<file path="config.mk">
export PLATFORM = sky130hd
export DESIGN_NAME = wbm_menu
export DESIGN_NICKNAME = d
export VERILOG_FILES = /design/src/wbm_pkg.sv /design/src/wbm_menu.sv /design/src/wbm_key_filter.sv /design/src/wbm_led_pwm.sv
export SDC_FILE = /design/constraint.sdc
export NUM_CORES = 1
export LEC_CHECK = 0
export BUFFER_PORTS_ARGS = -buffer_cell sky130_fd_sc_hd__buf_2
export CAP_MARGIN = 20
export CORE_MARGIN = 2
export CORE_UTILIZATION = 42
export CTS_CLUSTER_DIAMETER = 150
export DETAILED_ROUTE_END_ITERATION = 7
export PLACE_DENSITY = 0.66
export SYNTH_ARGS = -nofsm -noshare
export SYNTH_HDL_FRONTEND = slang
export SYNTH_HIERARCHICAL = 1
export SYNTH_SLANG_ARGS = --single-unit
</file>
<file path="constraint.sdc">
create_clock -name clock -period 8.85 [get_ports clock]
set_clock_uncertainty 0.05 [all_clocks]
set_input_delay 1.3275 -clock clock [delete_from_list [all_inputs] [get_ports clock]]
set_output_delay 1.3275 -clock clock [all_outputs]
set_load 0.01 [all_outputs]
</file>
<file path="src/wbm_pkg.sv">
/*
  package of the workbench menu and address entry block: item codes,
  led patterns, timing counts and carrier structs.
  assumes one 250 MHz clock and keys already synchronous to it.
*/
package wbm_pkg;
  // ****************************************
  // timing
  // ****************************************
  localparam int CLK_MHZ = 250; // clock rate
  localparam int DEBOUNCE_US = 10; // key must stay stable this long
  localparam int DEBOUNCE_CYC = DEBOUNCE_US * CLK_MHZ;
  localparam int BLINK_US = 2000; // one blink period
  localparam int BLINK_CYC = BLINK_US * CLK_MHZ;
  localparam int REP_START_US = 500000; // hold before auto-repeat
  localparam int REP_START_CYC = REP_START_US * CLK_MHZ;
  localparam int REP_IVL_US = 100000; // auto-repeat interval
  localparam int REP_IVL_CYC = REP_IVL_US * CLK_MHZ;
  localparam int REP_BIG_COUNT = 8; // repeats before big steps
  localparam logic [6:0] REP_BIG_STEP = 7'h0A; // large increment
  // ****************************************
  // values
  // ****************************************
  localparam logic [6:0] ADDR_DEFAULT = 7'h7E; // delivered address
  localparam logic [6:0] ADDR_MAX = 7'h7F; // top of address range
  localparam logic [1:0] LANG_ENGLISH = 2'h0; // factory language
  localparam logic [1:0] LANG_LAST = 2'h2; // third language
  // ****************************************
  // led duty codes
  // ****************************************
  typedef enum logic [2:0] {
    LED_OFF = 3'b000,
    LED_ON = 3'b001,
    LED_QUARTER = 3'b010,
    LED_HALF = 3'b011,
    LED_THREEQ = 3'b100
  } wbm_duty_type;
  // ****************************************
  // menu items
  // ****************************************
  typedef enum logic [3:0] {
    IT_TOP = 4'b0000,
    IT_CAL_LO = 4'b0001,
    IT_CAL_HI = 4'b0010,
    IT_ANG_NEG = 4'b0011,
    IT_ANG_POS = 4'b0100,
    IT_RST_SINGLE = 4'b0101,
    IT_RST_DOUBLE = 4'b0110,
    IT_GO_ONLINE = 4'b0111,
    IT_LANG = 4'b1000,
    IT_ROT = 4'b1001,
    IT_ADDR_MENU = 4'b1010,
    IT_ADDR_LO = 4'b1011,
    IT_ADDR_HI = 4'b1100,
    IT_ADDR_WHOLE = 4'b1101
  } wbm_item_type;
  // ****************************************
  // carriers
  // ****************************************
  typedef struct packed {
    logic menu; // menu key pulse
    logic up; // up key pulse (alone)
    logic down; // down key pulse (alone)
    logic both; // combined up+down pulse
    logic up_held; // up stable pressed level
    logic down_held; // down stable pressed level
  } wbm_keys_type;
  typedef struct packed {
    logic store_lo; // capture current as 4 mA
    logic store_hi; // capture current as 20 mA
    logic store_neg; // capture position as -45 deg
    logic store_pos; // capture position as +45 deg
    logic restore_single; // factory set, single acting
    logic restore_double; // factory set, double acting
    logic restore_all_cal; // every calibration to default
    logic go_online; // online without adaptation
    logic start_adapt; // run self adaptation
  } wbm_cmd_type;
endpackage

</file>
<file path="src/wbm_menu.sv">
/*
  workbench service menu and bus address entry: item navigation,
  calibration capture, factory restore, online, language, rotation,
  7-bit address entry through four leds.
  assumes measurement values are valid words sampled on capture.
*/
`timescale 1ns/1ps
module wbm_menu
  import wbm_pkg::*;
#(
  parameter int DEB_CYC = DEBOUNCE_CYC,
  parameter int PWM_CYC = BLINK_CYC,
  parameter int REP_START = REP_START_CYC,
  parameter int REP_IVL = REP_IVL_CYC,
  parameter int REP_BIG_N = REP_BIG_COUNT,
  parameter logic [6:0] BIG_STEP = REP_BIG_STEP,
  parameter int MEAS_W = 16
) (
  // clock and reset
  input wire logic clock,
  input wire logic arst_n,
  // keys, active high
  input wire logic key_menu,
  input wire logic key_up,
  input wire logic key_down,
  // variant straps
  input wire logic analog_variant,
  input wire logic has_text_display,
  input wire logic first_startup,
  // measurements
  input wire logic [MEAS_W-1:0] meas_current,
  input wire logic [MEAS_W-1:0] meas_position,
  // adaptation status
  input wire logic adapt_done,
  // leds, index 0 is the menu key led
  output logic [4:0] led,
  // calibration points
  output logic [MEAS_W-1:0] cal_4ma_ff,
  output logic [MEAS_W-1:0] cal_20ma_ff,
  output logic [MEAS_W-1:0] cal_neg45_ff,
  output logic [MEAS_W-1:0] cal_pos45_ff,
  // configuration
  output logic double_acting_ff,
  output logic [1:0] language_ff,
  output logic rotated_ff,
  output logic online_ff,
  output logic [6:0] bus_addr_ff,
  // text display of address
  output logic [7:0] addr_dec_bcd_hi_ff,
  output logic [7:0] addr_dec_bcd_lo_ff,
  output logic [7:0] addr_hex_ff,
  output logic addr_text_valid_ff,
  // command pulses and current item
  output wbm_cmd_type cmd_ff,
  output wbm_item_type item
);
  // ****************************************
  // factory defaults
  // ****************************************
  localparam logic [MEAS_W-1:0] CAL_4MA_DEF = '0;
  localparam logic [MEAS_W-1:0] CAL_20MA_DEF = '1;
  localparam logic [MEAS_W-1:0] CAL_NEG_DEF = '0;
  localparam logic [MEAS_W-1:0] CAL_POS_DEF = '1;

  // ****************************************
  // helpers
  // ****************************************
  // wrap add or subtract within seven bits
  function automatic logic [6:0] addr_step(input logic [6:0] a,
                                           input logic [6:0] d,
                                           input logic up);
    logic [7:0] s;
    s = '0;
    if (up) begin
      s = {1'b0, a} + {1'b0, d};
    end else begin
      s = {1'b0, a} - {1'b0, d};
    end
    return s[6:0];
  endfunction

  // next item for menu key
  function automatic wbm_item_type next_item(input wbm_item_type i,
                                             input logic analog);
    case (i)
      IT_TOP: next_item = analog ? IT_CAL_LO : IT_ANG_NEG;
      IT_CAL_LO: next_item = IT_CAL_HI;
      IT_CAL_HI: next_item = IT_ANG_NEG;
      IT_ANG_NEG: next_item = IT_ANG_POS;
      IT_ANG_POS: next_item = IT_RST_SINGLE;
      IT_RST_SINGLE: next_item = IT_RST_DOUBLE;
      IT_RST_DOUBLE: next_item = IT_GO_ONLINE;
      IT_GO_ONLINE: next_item = IT_LANG;
      IT_LANG: next_item = IT_ROT;
      IT_ROT: next_item = analog ? IT_TOP : IT_ADDR_MENU;
      IT_ADDR_MENU: next_item = IT_ADDR_LO;
      IT_ADDR_LO: next_item = IT_ADDR_WHOLE;
      IT_ADDR_HI: next_item = IT_ADDR_WHOLE;
      default: next_item = IT_TOP;
    endcase
  endfunction

  // ****************************************
  // keys
  // ****************************************
  wbm_keys_type keys; // filtered key events
  wbm_key_filter #(
    .STABLE_CYC(DEB_CYC)
  ) u_keys (
    .clock(clock),
    .arst_n(arst_n),
    .key_menu(key_menu),
    .key_up(key_up),
    .key_down(key_down),
    .keys(keys)
  );

  // ****************************************
  // navigation
  // ****************************************
  wbm_item_type item_ff; // current menu item
  logic first_ff; // first start sequence pending
  logic strap_seen_ff; // strap captured after release
  logic adapt_started_ff; // adaptation requested once
  logic [6:0] edit_addr_ff; // address being entered
  assign item = item_ff;

  // strap capture after reset release
  always_ff @(posedge clock or negedge arst_n) begin
    if (!arst_n) begin
      strap_seen_ff <= 1'b0;
      first_ff <= 1'b0;
    end else if (!strap_seen_ff) begin
      strap_seen_ff <= 1'b1;
      first_ff <= first_startup;
    end else if (item_ff == IT_LANG && (keys.menu || keys.both)) begin
      first_ff <= 1'b0;
    end
  end

  // item state machine
  always_ff @(posedge clock or negedge arst_n) begin
    if (!arst_n) begin
      item_ff <= IT_TOP;
    end else if (!strap_seen_ff) begin
      if (first_startup) begin
        item_ff <= IT_GO_ONLINE;
      end
    end else if (keys.menu) begin
      if (first_ff && item_ff == IT_LANG) begin
        item_ff <= IT_TOP;
      end else begin
        item_ff <= next_item(item_ff, analog_variant);
      end
    end else if (item_ff == IT_ADDR_LO && (keys.up || keys.down)) begin
      item_ff <= IT_ADDR_HI;
    end else if (item_ff == IT_ADDR_MENU && keys.both) begin
      item_ff <= IT_ADDR_LO;
    end else if (first_ff && item_ff == IT_GO_ONLINE && keys.both) begin
      item_ff <= IT_LANG;
    end
  end

  // ****************************************
  // calibration and restore
  // ****************************************
  logic restore; // either factory restore taken
  logic in_cur; // current item allowed
  assign in_cur = analog_variant;
  assign restore = keys.both &&
                   (item_ff == IT_RST_SINGLE || item_ff == IT_RST_DOUBLE);

  // calibration points
  always_ff @(posedge clock or negedge arst_n) begin
    if (!arst_n) begin
      cal_4ma_ff <= CAL_4MA_DEF;
      cal_20ma_ff <= CAL_20MA_DEF;
      cal_neg45_ff <= CAL_NEG_DEF;
      cal_pos45_ff <= CAL_POS_DEF;
    end else if (restore) begin
      cal_4ma_ff <= CAL_4MA_DEF;
      cal_20ma_ff <= CAL_20MA_DEF;
      cal_neg45_ff <= CAL_NEG_DEF;
      cal_pos45_ff <= CAL_POS_DEF;
    end else if (keys.both) begin
      case (item_ff)
        IT_CAL_LO: if (in_cur) cal_4ma_ff <= meas_current;
        IT_CAL_HI: if (in_cur) cal_20ma_ff <= meas_current;
        IT_ANG_NEG: cal_neg45_ff <= meas_position;
        IT_ANG_POS: cal_pos45_ff <= meas_position;
        default: cal_4ma_ff <= cal_4ma_ff;
      endcase
    end
  end

  // pneumatic output type
  always_ff @(posedge clock or negedge arst_n) begin
    if (!arst_n) begin
      double_acting_ff <= 1'b0;
    end else if (keys.both && item_ff == IT_RST_SINGLE) begin
      double_acting_ff <= 1'b0;
    end else if (keys.both && item_ff == IT_RST_DOUBLE) begin
      double_acting_ff <= 1'b1;
    end
  end

  // command pulses
  always_ff @(posedge clock or negedge arst_n) begin
    if (!arst_n) begin
      cmd_ff <= '0;
    end else begin
      cmd_ff <= '0;
      cmd_ff.store_lo <= keys.both && in_cur && item_ff == IT_CAL_LO;
      cmd_ff.store_hi <= keys.both && in_cur && item_ff == IT_CAL_HI;
      cmd_ff.store_neg <= keys.both && item_ff == IT_ANG_NEG;
      cmd_ff.store_pos <= keys.both && item_ff == IT_ANG_POS;
      cmd_ff.restore_single <= keys.both && item_ff == IT_RST_SINGLE;
      cmd_ff.restore_double <= keys.both && item_ff == IT_RST_DOUBLE;
      cmd_ff.restore_all_cal <= restore;
      cmd_ff.go_online <= keys.both && item_ff == IT_GO_ONLINE;
      cmd_ff.start_adapt <= strap_seen_ff && !online_ff && first_ff &&
                            !adapt_started_ff;
    end
  end

  // ****************************************
  // online and adaptation
  // ****************************************
  // online after adaptation or directly from service item
  always_ff @(posedge clock or negedge arst_n) begin
    if (!arst_n) begin
      online_ff <= 1'b0;
      adapt_started_ff <= 1'b0;
    end else begin
      if (strap_seen_ff && first_ff && !online_ff) begin
        adapt_started_ff <= 1'b1;
      end
      if (restore) begin
        online_ff <= 1'b0;
      end else if (keys.both && item_ff == IT_GO_ONLINE) begin
        online_ff <= 1'b1;
      end else if (adapt_started_ff && adapt_done) begin
        online_ff <= 1'b1;
      end
    end
  end

  // ****************************************
  // language and rotation
  // ****************************************
  // up and down cycle, allowed any time
  always_ff @(posedge clock or negedge arst_n) begin
    if (!arst_n) begin
      language_ff <= LANG_ENGLISH;
      rotated_ff <= 1'b0;
    end else begin
      if (item_ff == IT_LANG && keys.up) begin
        language_ff <= (language_ff == LANG_LAST) ? LANG_ENGLISH :
                       language_ff + 2'h1;
      end else if (item_ff == IT_LANG && keys.down) begin
        language_ff <= (language_ff == LANG_ENGLISH) ? LANG_LAST :
                       language_ff - 2'h1;
      end
      if (item_ff == IT_ROT && (keys.up || keys.down)) begin
        rotated_ff <= ~rotated_ff;
      end
    end
  end

  // ****************************************
  // address entry
  // ****************************************
  logic [31:0] rep_cnt_ff; // hold timer
  logic [7:0] rep_n_ff; // repeats done
  logic rep_fire; // auto-repeat step now
  logic held; // whole entry key held
  logic [6:0] hi_step; // upper bits moved by one, wrapped below
  assign hi_step = addr_step({4'h0, edit_addr_ff[6:4]}, 7'h01, keys.up);
  assign held = item_ff == IT_ADDR_WHOLE &&
                (keys.up_held || keys.down_held);
  assign rep_fire = held && rep_cnt_ff >= 32'(REP_START - 1);

  // auto-repeat timer
  always_ff @(posedge clock or negedge arst_n) begin
    if (!arst_n) begin
      rep_cnt_ff <= '0;
      rep_n_ff <= '0;
    end else if (!held) begin
      rep_cnt_ff <= '0;
      rep_n_ff <= '0;
    end else if (rep_fire) begin
      rep_cnt_ff <= 32'(REP_START - REP_IVL);
      if (rep_n_ff != 8'hFF) begin
        rep_n_ff <= rep_n_ff + 8'h1;
      end
    end else begin
      rep_cnt_ff <= rep_cnt_ff + 32'h1;
    end
  end

  // edit value and active address
  always_ff @(posedge clock or negedge arst_n) begin
    if (!arst_n) begin
      edit_addr_ff <= ADDR_DEFAULT;
      bus_addr_ff <= ADDR_DEFAULT;
    end else begin
      case (item_ff)
        IT_ADDR_MENU: edit_addr_ff <= bus_addr_ff;
        IT_ADDR_HI: begin
          if (keys.up || keys.down) begin
            edit_addr_ff[6:4] <= hi_step[2:0];
          end
        end
        IT_ADDR_WHOLE: begin
          if (rep_fire) begin
            edit_addr_ff <= addr_step(edit_addr_ff,
                            (rep_n_ff >= 8'(REP_BIG_N)) ? BIG_STEP : 7'h01,
                            keys.up_held);
          end else if (keys.up || keys.down) begin
            edit_addr_ff <= addr_step(edit_addr_ff, 7'h01, keys.up);
          end
        end
        default: edit_addr_ff <= edit_addr_ff;
      endcase
      if (keys.both && (item_ff == IT_ADDR_LO || item_ff == IT_ADDR_HI ||
                        item_ff == IT_ADDR_WHOLE)) begin
        bus_addr_ff <= edit_addr_ff;
      end
    end
  end

  // text form of entered address
  always_ff @(posedge clock or negedge arst_n) begin
    if (!arst_n) begin
      addr_dec_bcd_hi_ff <= '0;
      addr_dec_bcd_lo_ff <= '0;
      addr_hex_ff <= '0;
      addr_text_valid_ff <= 1'b0;
    end else begin
      addr_dec_bcd_hi_ff <= 8'(edit_addr_ff / 7'd100);
      addr_dec_bcd_lo_ff <= {4'(((edit_addr_ff % 7'd100) / 7'd10)),
                             4'(edit_addr_ff % 7'd10)};
      addr_hex_ff <= {1'b0, edit_addr_ff};
      addr_text_valid_ff <= has_text_display;
    end
  end

  // ****************************************
  // leds
  // ****************************************
  wbm_duty_type duty [5]; // per led duty code
  // item pattern selection
  always_comb begin
    for (int i = 0; i < 5; i++) begin
      duty[i] = LED_OFF;
    end
    case (item_ff)
      IT_CAL_LO: duty[2] = LED_ON;
      IT_CAL_HI: begin
        duty[1] = LED_ON;
        duty[2] = LED_ON;
      end
      IT_ANG_NEG: duty[3] = LED_ON;
      IT_ANG_POS: begin
        duty[1] = LED_ON;
        duty[3] = LED_ON;
      end
      IT_RST_SINGLE: duty[4] = LED_ON;
      IT_RST_DOUBLE: begin
        duty[1] = LED_ON;
        duty[4] = LED_ON;
      end
      IT_ADDR_MENU: begin
        duty[0] = LED_HALF;
        duty[3] = LED_HALF;
        duty[4] = LED_HALF;
      end
      IT_ADDR_LO: begin
        duty[0] = LED_QUARTER;
        duty[1] = LED_THREEQ;
      end
      IT_ADDR_HI: begin
        duty[0] = LED_QUARTER;
        duty[4] = LED_THREEQ;
      end
      default: duty[0] = LED_OFF;
    endcase
  end

  logic [4:0] pwm_led; // blink levels
  wbm_led_pwm #(
    .PERIOD_CYC(PWM_CYC)
  ) u_pwm (
    .clock(clock),
    .arst_n(arst_n),
    .duty(duty),
    .led(pwm_led)
  );

  // nibble shown on leds 1..4 while up or down is held in lower or upper entry
  always_comb begin
    led = pwm_led;
    if (item_ff == IT_ADDR_LO && (keys.up_held || keys.down_held)) begin
      led[4:1] = edit_addr_ff[3:0];
    end else if (item_ff == IT_ADDR_HI &&
                 (keys.up_held || keys.down_held)) begin
      led[4:1] = {1'b0, edit_addr_ff[6:4]};
    end
  end
endmodule // wbm_menu

</file>
<file path="src/wbm_key_filter.sv">
/*
  key debouncer and combiner for menu, up and down keys.
  assumes keys are active high levels synchronous to the clock.
*/
`timescale 1ns/1ps
module wbm_key_filter
  import wbm_pkg::*;
#(
  parameter int STABLE_CYC = DEBOUNCE_CYC
) (
  // clock and reset
  input wire logic clock,
  input wire logic arst_n,
  // raw keys
  input wire logic key_menu,
  input wire logic key_up,
  input wire logic key_down,
  // filtered keys
  output wbm_keys_type keys
);
  // ****************************************
  // debounce
  // ****************************************
  logic [2:0] raw; // raw key vector
  logic [2:0] stable_ff; // debounced levels
  logic [2:0] prev_ff; // last debounced levels
  logic [31:0] cnt_ff [3]; // stability counters
  logic both_seen_ff; // combined press already issued
  logic any_ud; // up or down pressed
  assign raw = {key_down, key_up, key_menu};

  // per key stability counter
  always_ff @(posedge clock or negedge arst_n) begin
    if (!arst_n) begin
      for (int i = 0; i < 3; i++) begin
        cnt_ff[i] <= '0;
      end
      stable_ff <= '0;
    end else begin
      for (int i = 0; i < 3; i++) begin
        if (raw[i] == stable_ff[i]) begin
          cnt_ff[i] <= '0;
        end else if (cnt_ff[i] >= 32'(STABLE_CYC - 1)) begin
          cnt_ff[i] <= '0;
          stable_ff[i] <= raw[i];
        end else begin
          cnt_ff[i] <= cnt_ff[i] + 32'h1;
        end
      end
    end
  end

  // edge history and combined press lock
  always_ff @(posedge clock or negedge arst_n) begin
    if (!arst_n) begin
      prev_ff <= '0;
      both_seen_ff <= 1'b0;
    end else begin
      prev_ff <= stable_ff;
      if (stable_ff[1] && stable_ff[2]) begin
        both_seen_ff <= 1'b1;
      end else if (!any_ud) begin
        both_seen_ff <= 1'b0;
      end
    end
  end
  assign any_ud = stable_ff[1] | stable_ff[2];

  // up and down events fire on release, menu on press, so a pair is never split
  always_comb begin
    keys.menu = stable_ff[0] & ~prev_ff[0];
    keys.both = stable_ff[1] & stable_ff[2] & ~both_seen_ff;
    keys.up = prev_ff[1] & ~stable_ff[1] & ~stable_ff[2] & ~both_seen_ff;
    keys.down = prev_ff[2] & ~stable_ff[2] & ~stable_ff[1] & ~both_seen_ff;
    keys.up_held = stable_ff[1] & ~stable_ff[2] & ~both_seen_ff;
    keys.down_held = stable_ff[2] & ~stable_ff[1] & ~both_seen_ff;
  end
endmodule // wbm_key_filter

</file>
<file path="src/wbm_led_pwm.sv">
/*
  blink generator: turns a duty code into an led level.
  assumes a free running phase counter shared by all leds.
*/
`timescale 1ns/1ps
module wbm_led_pwm
  import wbm_pkg::*;
#(
  parameter int PERIOD_CYC = BLINK_CYC
) (
  // clock and reset
  input wire logic clock,
  input wire logic arst_n,
  // duty codes, index 0 is the menu key led
  input wbm_duty_type duty [5],
  // led levels
  output logic [4:0] led
);
  logic [31:0] phase_ff; // position inside blink period
  logic [4:0] nxt_led; // next led levels

  // phase counter wraps once per period
  always_ff @(posedge clock or negedge arst_n) begin
    if (!arst_n) begin
      phase_ff <= '0;
    end else if (phase_ff >= 32'(PERIOD_CYC - 1)) begin
      phase_ff <= '0;
    end else begin
      phase_ff <= phase_ff + 32'h1;
    end
  end

  // duty compare per led
  always_comb begin
    for (int i = 0; i < 5; i++) begin
      case (duty[i])
        LED_ON: nxt_led[i] = 1'b1;
        LED_QUARTER: nxt_led[i] = phase_ff < 32'(PERIOD_CYC / 4);
        LED_HALF: nxt_led[i] = phase_ff < 32'(PERIOD_CYC / 2);
        LED_THREEQ: nxt_led[i] = phase_ff < 32'((PERIOD_CYC * 3) / 4);
        default: nxt_led[i] = 1'b0;
      endcase
    end
  end

  // registered led outputs
  always_ff @(posedge clock or negedge arst_n) begin
    if (!arst_n) begin
      led <= '0;
    end else begin
      led <= nxt_led;
    end
  end
endmodule // wbm_led_pwm

</file>
; ---- Word level (Yosys, flattened, before mapping)
; Index checks and enable logic that the tools add are counted.
[word_totals]
ff_bits = 303
in_bits = 41
output_inout_bits = 119
wordCells = 271
[op_classes]
add_sub_neg = 14
div = 4
magnitude_cmp = 9
n_eq_ne = 45
mux = 69
bitwise = 22
reduce_logical = 68
[ops]
columns = cell, n
row1 = $mux W32, 9
row2 = $mux W16, 13
row3 = $add A32 B1 Y32 const B, 5
row4 = $ge A32 B12 Y1 const B, 3
row5 = $pmux W4 S12, 1
row6 = $mux W4, 11
row7 = $ge A32 B19 Y1 const B, 1
row8 = $ge A32 B27 Y1 const B, 1
row9 = $lt A32 B17 Y1 const B, 1
row10 = $lt A32 B18 Y1 const B, 1
row11 = $lt A32 B19 Y1 const B, 1
row12 = $logic_and A1 B1 Y1, 30
row13 = $mux W7, 4
row14 = $eq A4 B4 Y1 const B, 6
row15 = $mux W8, 3
row16 = $pmux W1 S4, 5
row17 = $reduce_bool A2 Y1, 10
row18 = $pmux W3 S3, 2
row19 = $eq A4 B3 Y1 const B, 4
row20 = $reduce_and A2 Y1, 8
row21 = $and A1 B1 Y1, 13
row22 = $eq A3 B2 Y1 const B, 4
row23 = $eq A2 B2 Y1 const B, 5
row24 = $mux W1, 10
row25 = other kinds (44), 80

; ---- Depth between registers and ports, before layout
[depth]
ltp_word = 9
ltp_mapped = 15
mapped_depth_nobuf = 14

; ---- By module
; Netlist, hierarchy kept.
[modules_own_cells]
columns = mod, instances, cells_each, area_per_inst_um2, seq_area_each_um2
row1 = wbm_menu, 1, 789, 7576.0, 3933.8
row2 = wbm_key_filter, 1, 281, 3689.8, 2577.5
row3 = wbm_led_pwm, 1, 182, 1853.0, 925.9

; ---- Least setup slack after synthesis
; Ideal clock, no wire load.
[synth_timing]
path_kind = reg-to-reg
startpoint = reg rep_cnt_ff[0]
endpoint = reg edit_addr_ff[6]
setup_time_ps = 64
arrival_time_ps = 3319
required_time_ps = 8736
path_slack_ps = 5417
stages_incl_launch_ff = 16
path_cell_list = dfrtp_1 > ha_1 > nand4_1 > o211ai_1 > a221oi_2 > buf_2 > nor2_1 > o21ai_0 > ha_1 > fa_1 > a21oi_1 > o211ai_1 > a21oi_1 > xor2_1 > or4b_1 > nand3_1
[synth_via]
elab_chain_len = 4
elab_cells_between_ends = 6
[synth_rtl]
columns = element, line
row1 = "start, declared", wbm_menu.sv:273  ; logic [31:0] rep_cnt_ff;
row2 = "start signal, assigned", wbm_menu.sv:292  ; rep_cnt_ff <= 32'(REP_START - REP_IVL);
row3 = "start signal, assigned", wbm_menu.sv:297  ; rep_cnt_ff <= rep_cnt_ff + 32'h1;
row4 = $ge A32 B27 Y1 *, wbm_menu.sv:281  ; assign rep_fire = held && rep_cnt_ff >= 32'(REP_START - 1);
row5 = $logic_and A1 B1 Y1 *, wbm_menu.sv:281
row6 = $ne A3 B3 Y1 (no line) / $mux W7 (equally long branches), n/a
row7 = $reduce_and A3 Y1 (no line) / $pmux W3 S3 (equally long branches), n/a
row8 = "end signal, assigned", wbm_menu.sv:308  ; IT_ADDR_MENU: edit_addr_ff <= bus_addr_ff;
row9 = "end signal, assigned", wbm_menu.sv:311  ; edit_addr_ff[6:4] <= hi_step[2:0];
row10 = "end signal, assigned", wbm_menu.sv:316  ; edit_addr_ff <= addr_step(edit_addr_ff,
row11 = "end, declared", wbm_menu.sv:125  ; logic [6:0] edit_addr_ff;
; Every way passes the cells marked *; elsewhere a longest branch is shown, timed or not.
; A chain may end at the register's enable or synchronous reset.

==> summary.md <==
| Metric | Value |
|---|---|
| Seq. cell area | `~7400 µm²` |
| Clock Sinks | `approximately 300` |
| Avg Inst Size Synth | `between 10 and 15 µm²` |
| Die area | `approximately 33000 µm²` |
| Worst-margin pin slew | `1126 ps` |
| Min cycle time layout | `4347 ps` |
| Met2 GRT Util | `a little over a quarter` |
| Final Hold Viols | `0` |
| TNS Setup | `0 ps` |
| Max Fclk | `230.0 MHz` |
| Ys flop type | `dfrtp_1` |
| Largest net degree at the start of global routing | `about 150` |
| H-tree lvl count | `1` |
| Drt first pass iters | `5` |
| Initial DRC count | `around 600` |
| Postcts setup bufs | `0` |
| Mapped cell area | `between 10000 and 15000 µm²` |
| Area Overhead vs Synth | `18.34%` |
| Die Y | `180.7 µm` |
| TritonCTS clock tree | `yes` |
| CTS Root Cell | `clkbuf_16` |
| Max-slew violation count | `0` |
| Clock Latency Late Sink | `roughly 550 ps` |
| Commonest cells after routing, fill and taps aside | `dfrtp_1 (251), nand2_1 (169), buf_2 (150)` |
| Busiest grt layer | `met2` |
| Maximum root-to-sink buffer count | `3` |
| Post-cts gate resize count | `0` |
| Share of layout cells above drive strength 1 | `between 15 and 20%` |
| Slew headroom | `approximately a quarter` |
| Multi-input gate area | `approximately 5600 µm²` |
| Hold WC Path Type | `register to register` |
| Antenna viol nets, final | `0` |
| Die X | `180.7 µm` |
| Mapped Cells | `1252` |
| Setup ws final | `4503 ps` |
| Initial antenna violation count | `1` |
| Power per cell area | `~250 nW/µm²` |
| Fin crit share | `between 40% and 50%` |
| GRT Total Usage | `around 17%` |
| DRC violations left | `0` |
| RePlAce Congestion | `0.8392` |
| Routed via count | `9517` |
| Placement Setup Slack | `4637 ps` |
| Kind of critical path | `register to output pin` |
| Drt via density | `5.033` |
| Num ports | `160` |
| Post-DP HPWL | `about 19000 µm` |
| First-pass GRT wire length | `roughly 46000 µm` |
| Critical Path RT | `between 7000 and 8000 ps` |
| Number of fill cells | `roughly 2800` |
| Core Region | `roughly 31000 µm²` |
| Syn. warnings | `6` |
| GRT met1 Usage | `a little under a quarter` |
| Total gr overflow | `0` |
| Total of max-cap violations | `0` |
| # nets final | `1537` |
| Most common cell after layout, fill and taps aside | `dfrtp_1` |
| Initial Util | `42.77%` |
| # port buffers | `151` |
| Leak | `between 6 and 7 nW` |
| Final Util | `50.62%` |
| Post-synthesis async set-or-reset flop share | `100.0%` |
| Number of flops mapped to enable cells by yosys | `0` |
| GRT met3 Usage | `about 2.4%` |
| RSZ-0062 raised after global routing | `no` |
| Vias in the first global route | `between 9000 and 10000` |
| CP Max Fanout | `7` |
| # hold bufs at CTS | `0` |
| Peak VDD IR | `about 0.00017 V` |
| DRT Wirelength | `between 20000 and 30000 µm` |
| Outcome | `completed` |
| DR WL/cell | `~15 µm` |
| Seq/Total Area, Yosys | `a little under three fifths` |
| Startpoint Class | `register` |
| Clock Pin Slew Worst Setup and Hold Paths | `approximately 60 ps` |
| Cell Rows | `64` |
| CP arrival | `roughly 3000 ps` |
| Netlist cell types | `between 80 and 90` |
| FF+latch count, synth | `295` |
| Clock buffer count from CTS | `31` |
| Setup crit end kind | `output pin` |
| Final setup fails | `0` |
==> where the power goes <==
part	total (mW)	internal, mW	switching, mW
clock	1.34	0.825	0.511
sequential	1.76	1.61	0.151
combinational	0.758	0.334	0.424
==> path summary, 6_finish.rpt <==
kind	endpoint	startpoint	depth (start not counted)	slack, ps
max in group asynchronous	u_keys/cnt_ff[57]	arst_n	2	6610
worst max register to register	edit_addr_ff[6]	item[0]	14	4620
min in group asynchronous	cal_4ma_ff[10]	arst_n	1	790
worst min register to register	u_keys/cnt_ff[32]	u_keys/cnt_ff[32]	1	400
worst max-delay path	led[3]	u_keys/stable_ff[2]	8	4500
worst min-delay path	u_keys/cnt_ff[32]	u_keys/cnt_ff[32]	1	400
==> Yosys cell counts, types with 4 or more instances <==
master	n	area, µm²
a21oi_1	67	335.3
a221oi_1	4	35.03
a22oi_1	4	30.03
a31oi_1	14	87.58
and2_1	7	43.79
and3_1	13	81.33
and4_1	5	43.79
buf_1	6	22.52
buf_2	6	30.03
buf_4	12	90.09
buf_6	6	67.56
clkbuf_1	31	116.4
clkinv_1	4	15.01
conb_1	4	15.01
dfrtp_1	251	6281
dfstp_2	44	1156
ha_1	21	262.8
inv_1	29	108.9
mux2_2	17	191.4
mux2i_1	10	100.1
nand2_1	169	634.4
nand2b_1	8	50.05
nand3_1	53	265.3
nand3b_1	5	37.54
nand4_1	24	150.1
nor2_1	141	529.3
nor2b_1	13	81.33
nor3_1	29	145.1
nor4_1	24	150.1
nor4_2	4	50.05
o211ai_1	6	45.04
o21ai_0	24	120.1
o21ai_1	7	35.03
o22a_1	17	148.9
o22ai_1	6	37.54
o31ai_1	9	67.56
or2_2	4	25.02
or3_1	5	31.28
xnor2_1	48	420.4
xor2_1	43	376.6
==> layout make-up <==
cell class / instances / area share (%)
clock buffer: 42 / 5.585
sequential: 295 / 47.90
clock inverter: 12 / 1.233
tap: 396 / 3.191
multi-input combinational: 956 / 35.94
timing repair buffer: 156 / 5.335
inverter: 33 / 0.7979
antenna: 1 / 0.01612
==> per-layer routing <==
layer  wire length (µm)  vias to the layer above
met5                  0                        -
met4                892                        0
met1              12460                     4588
met2              13010                      222
met3               1310                       54
li1                   -                     4653
==> cell families after synthesis <==
| group | share of synthesized area [%] |
|---|---|
| AOI/OAI and AO/OA | 9.318 |
| xor gates and xnor gates | 6.075 |
| adders and majority gates | 2.461 |
| buffers and inverters | 3.471 |
| DFF | 56.69 |
| muxes | 2.222 |
| other | 0.1144 |
| and+or+nand+nor | 19.65 |
==> sequential cells by signal, summed over array words and instances, names as in the netlist, 7 cells and up <==
register	count
bus_addr_ff	7
cal_neg45_ff	16
cal_pos45_ff	16
rep_cnt_ff	32
rep_n_ff	8
addr_dec_bcd_lo_ff	8
u_pwm/phase_ff	32
u_keys/cnt_ff	96
cal_20ma_ff	16
cmd_ff	9
cal_4ma_ff	16
edit_addr_ff	7
==> worst max-delay path, cell delays in order (launching register included) <==
cell and delay [ps]:
dfrtp_1 460, inv_1 90, ha_1 120, nor2b_1 270
nor2_1 170, nor3_1 740, mux2i_1 310, o21ai_1 80
buf_2 180
==> stage by stage <==
stage,hold slack [ps],total power [mW],std cells,area (µm²)
after floorplan,336.3,2.228,1346,13470
after global placement,388.4,2.519,1835,14440
after detailed placement,395.3,2.539,1835,14440
after CTS,403.4,3.891,1889,15500
after global routing,426.2,4.060,1891,15520
final,401.4,3.852,1891,15520
Power figures use the tool's default switching activity.
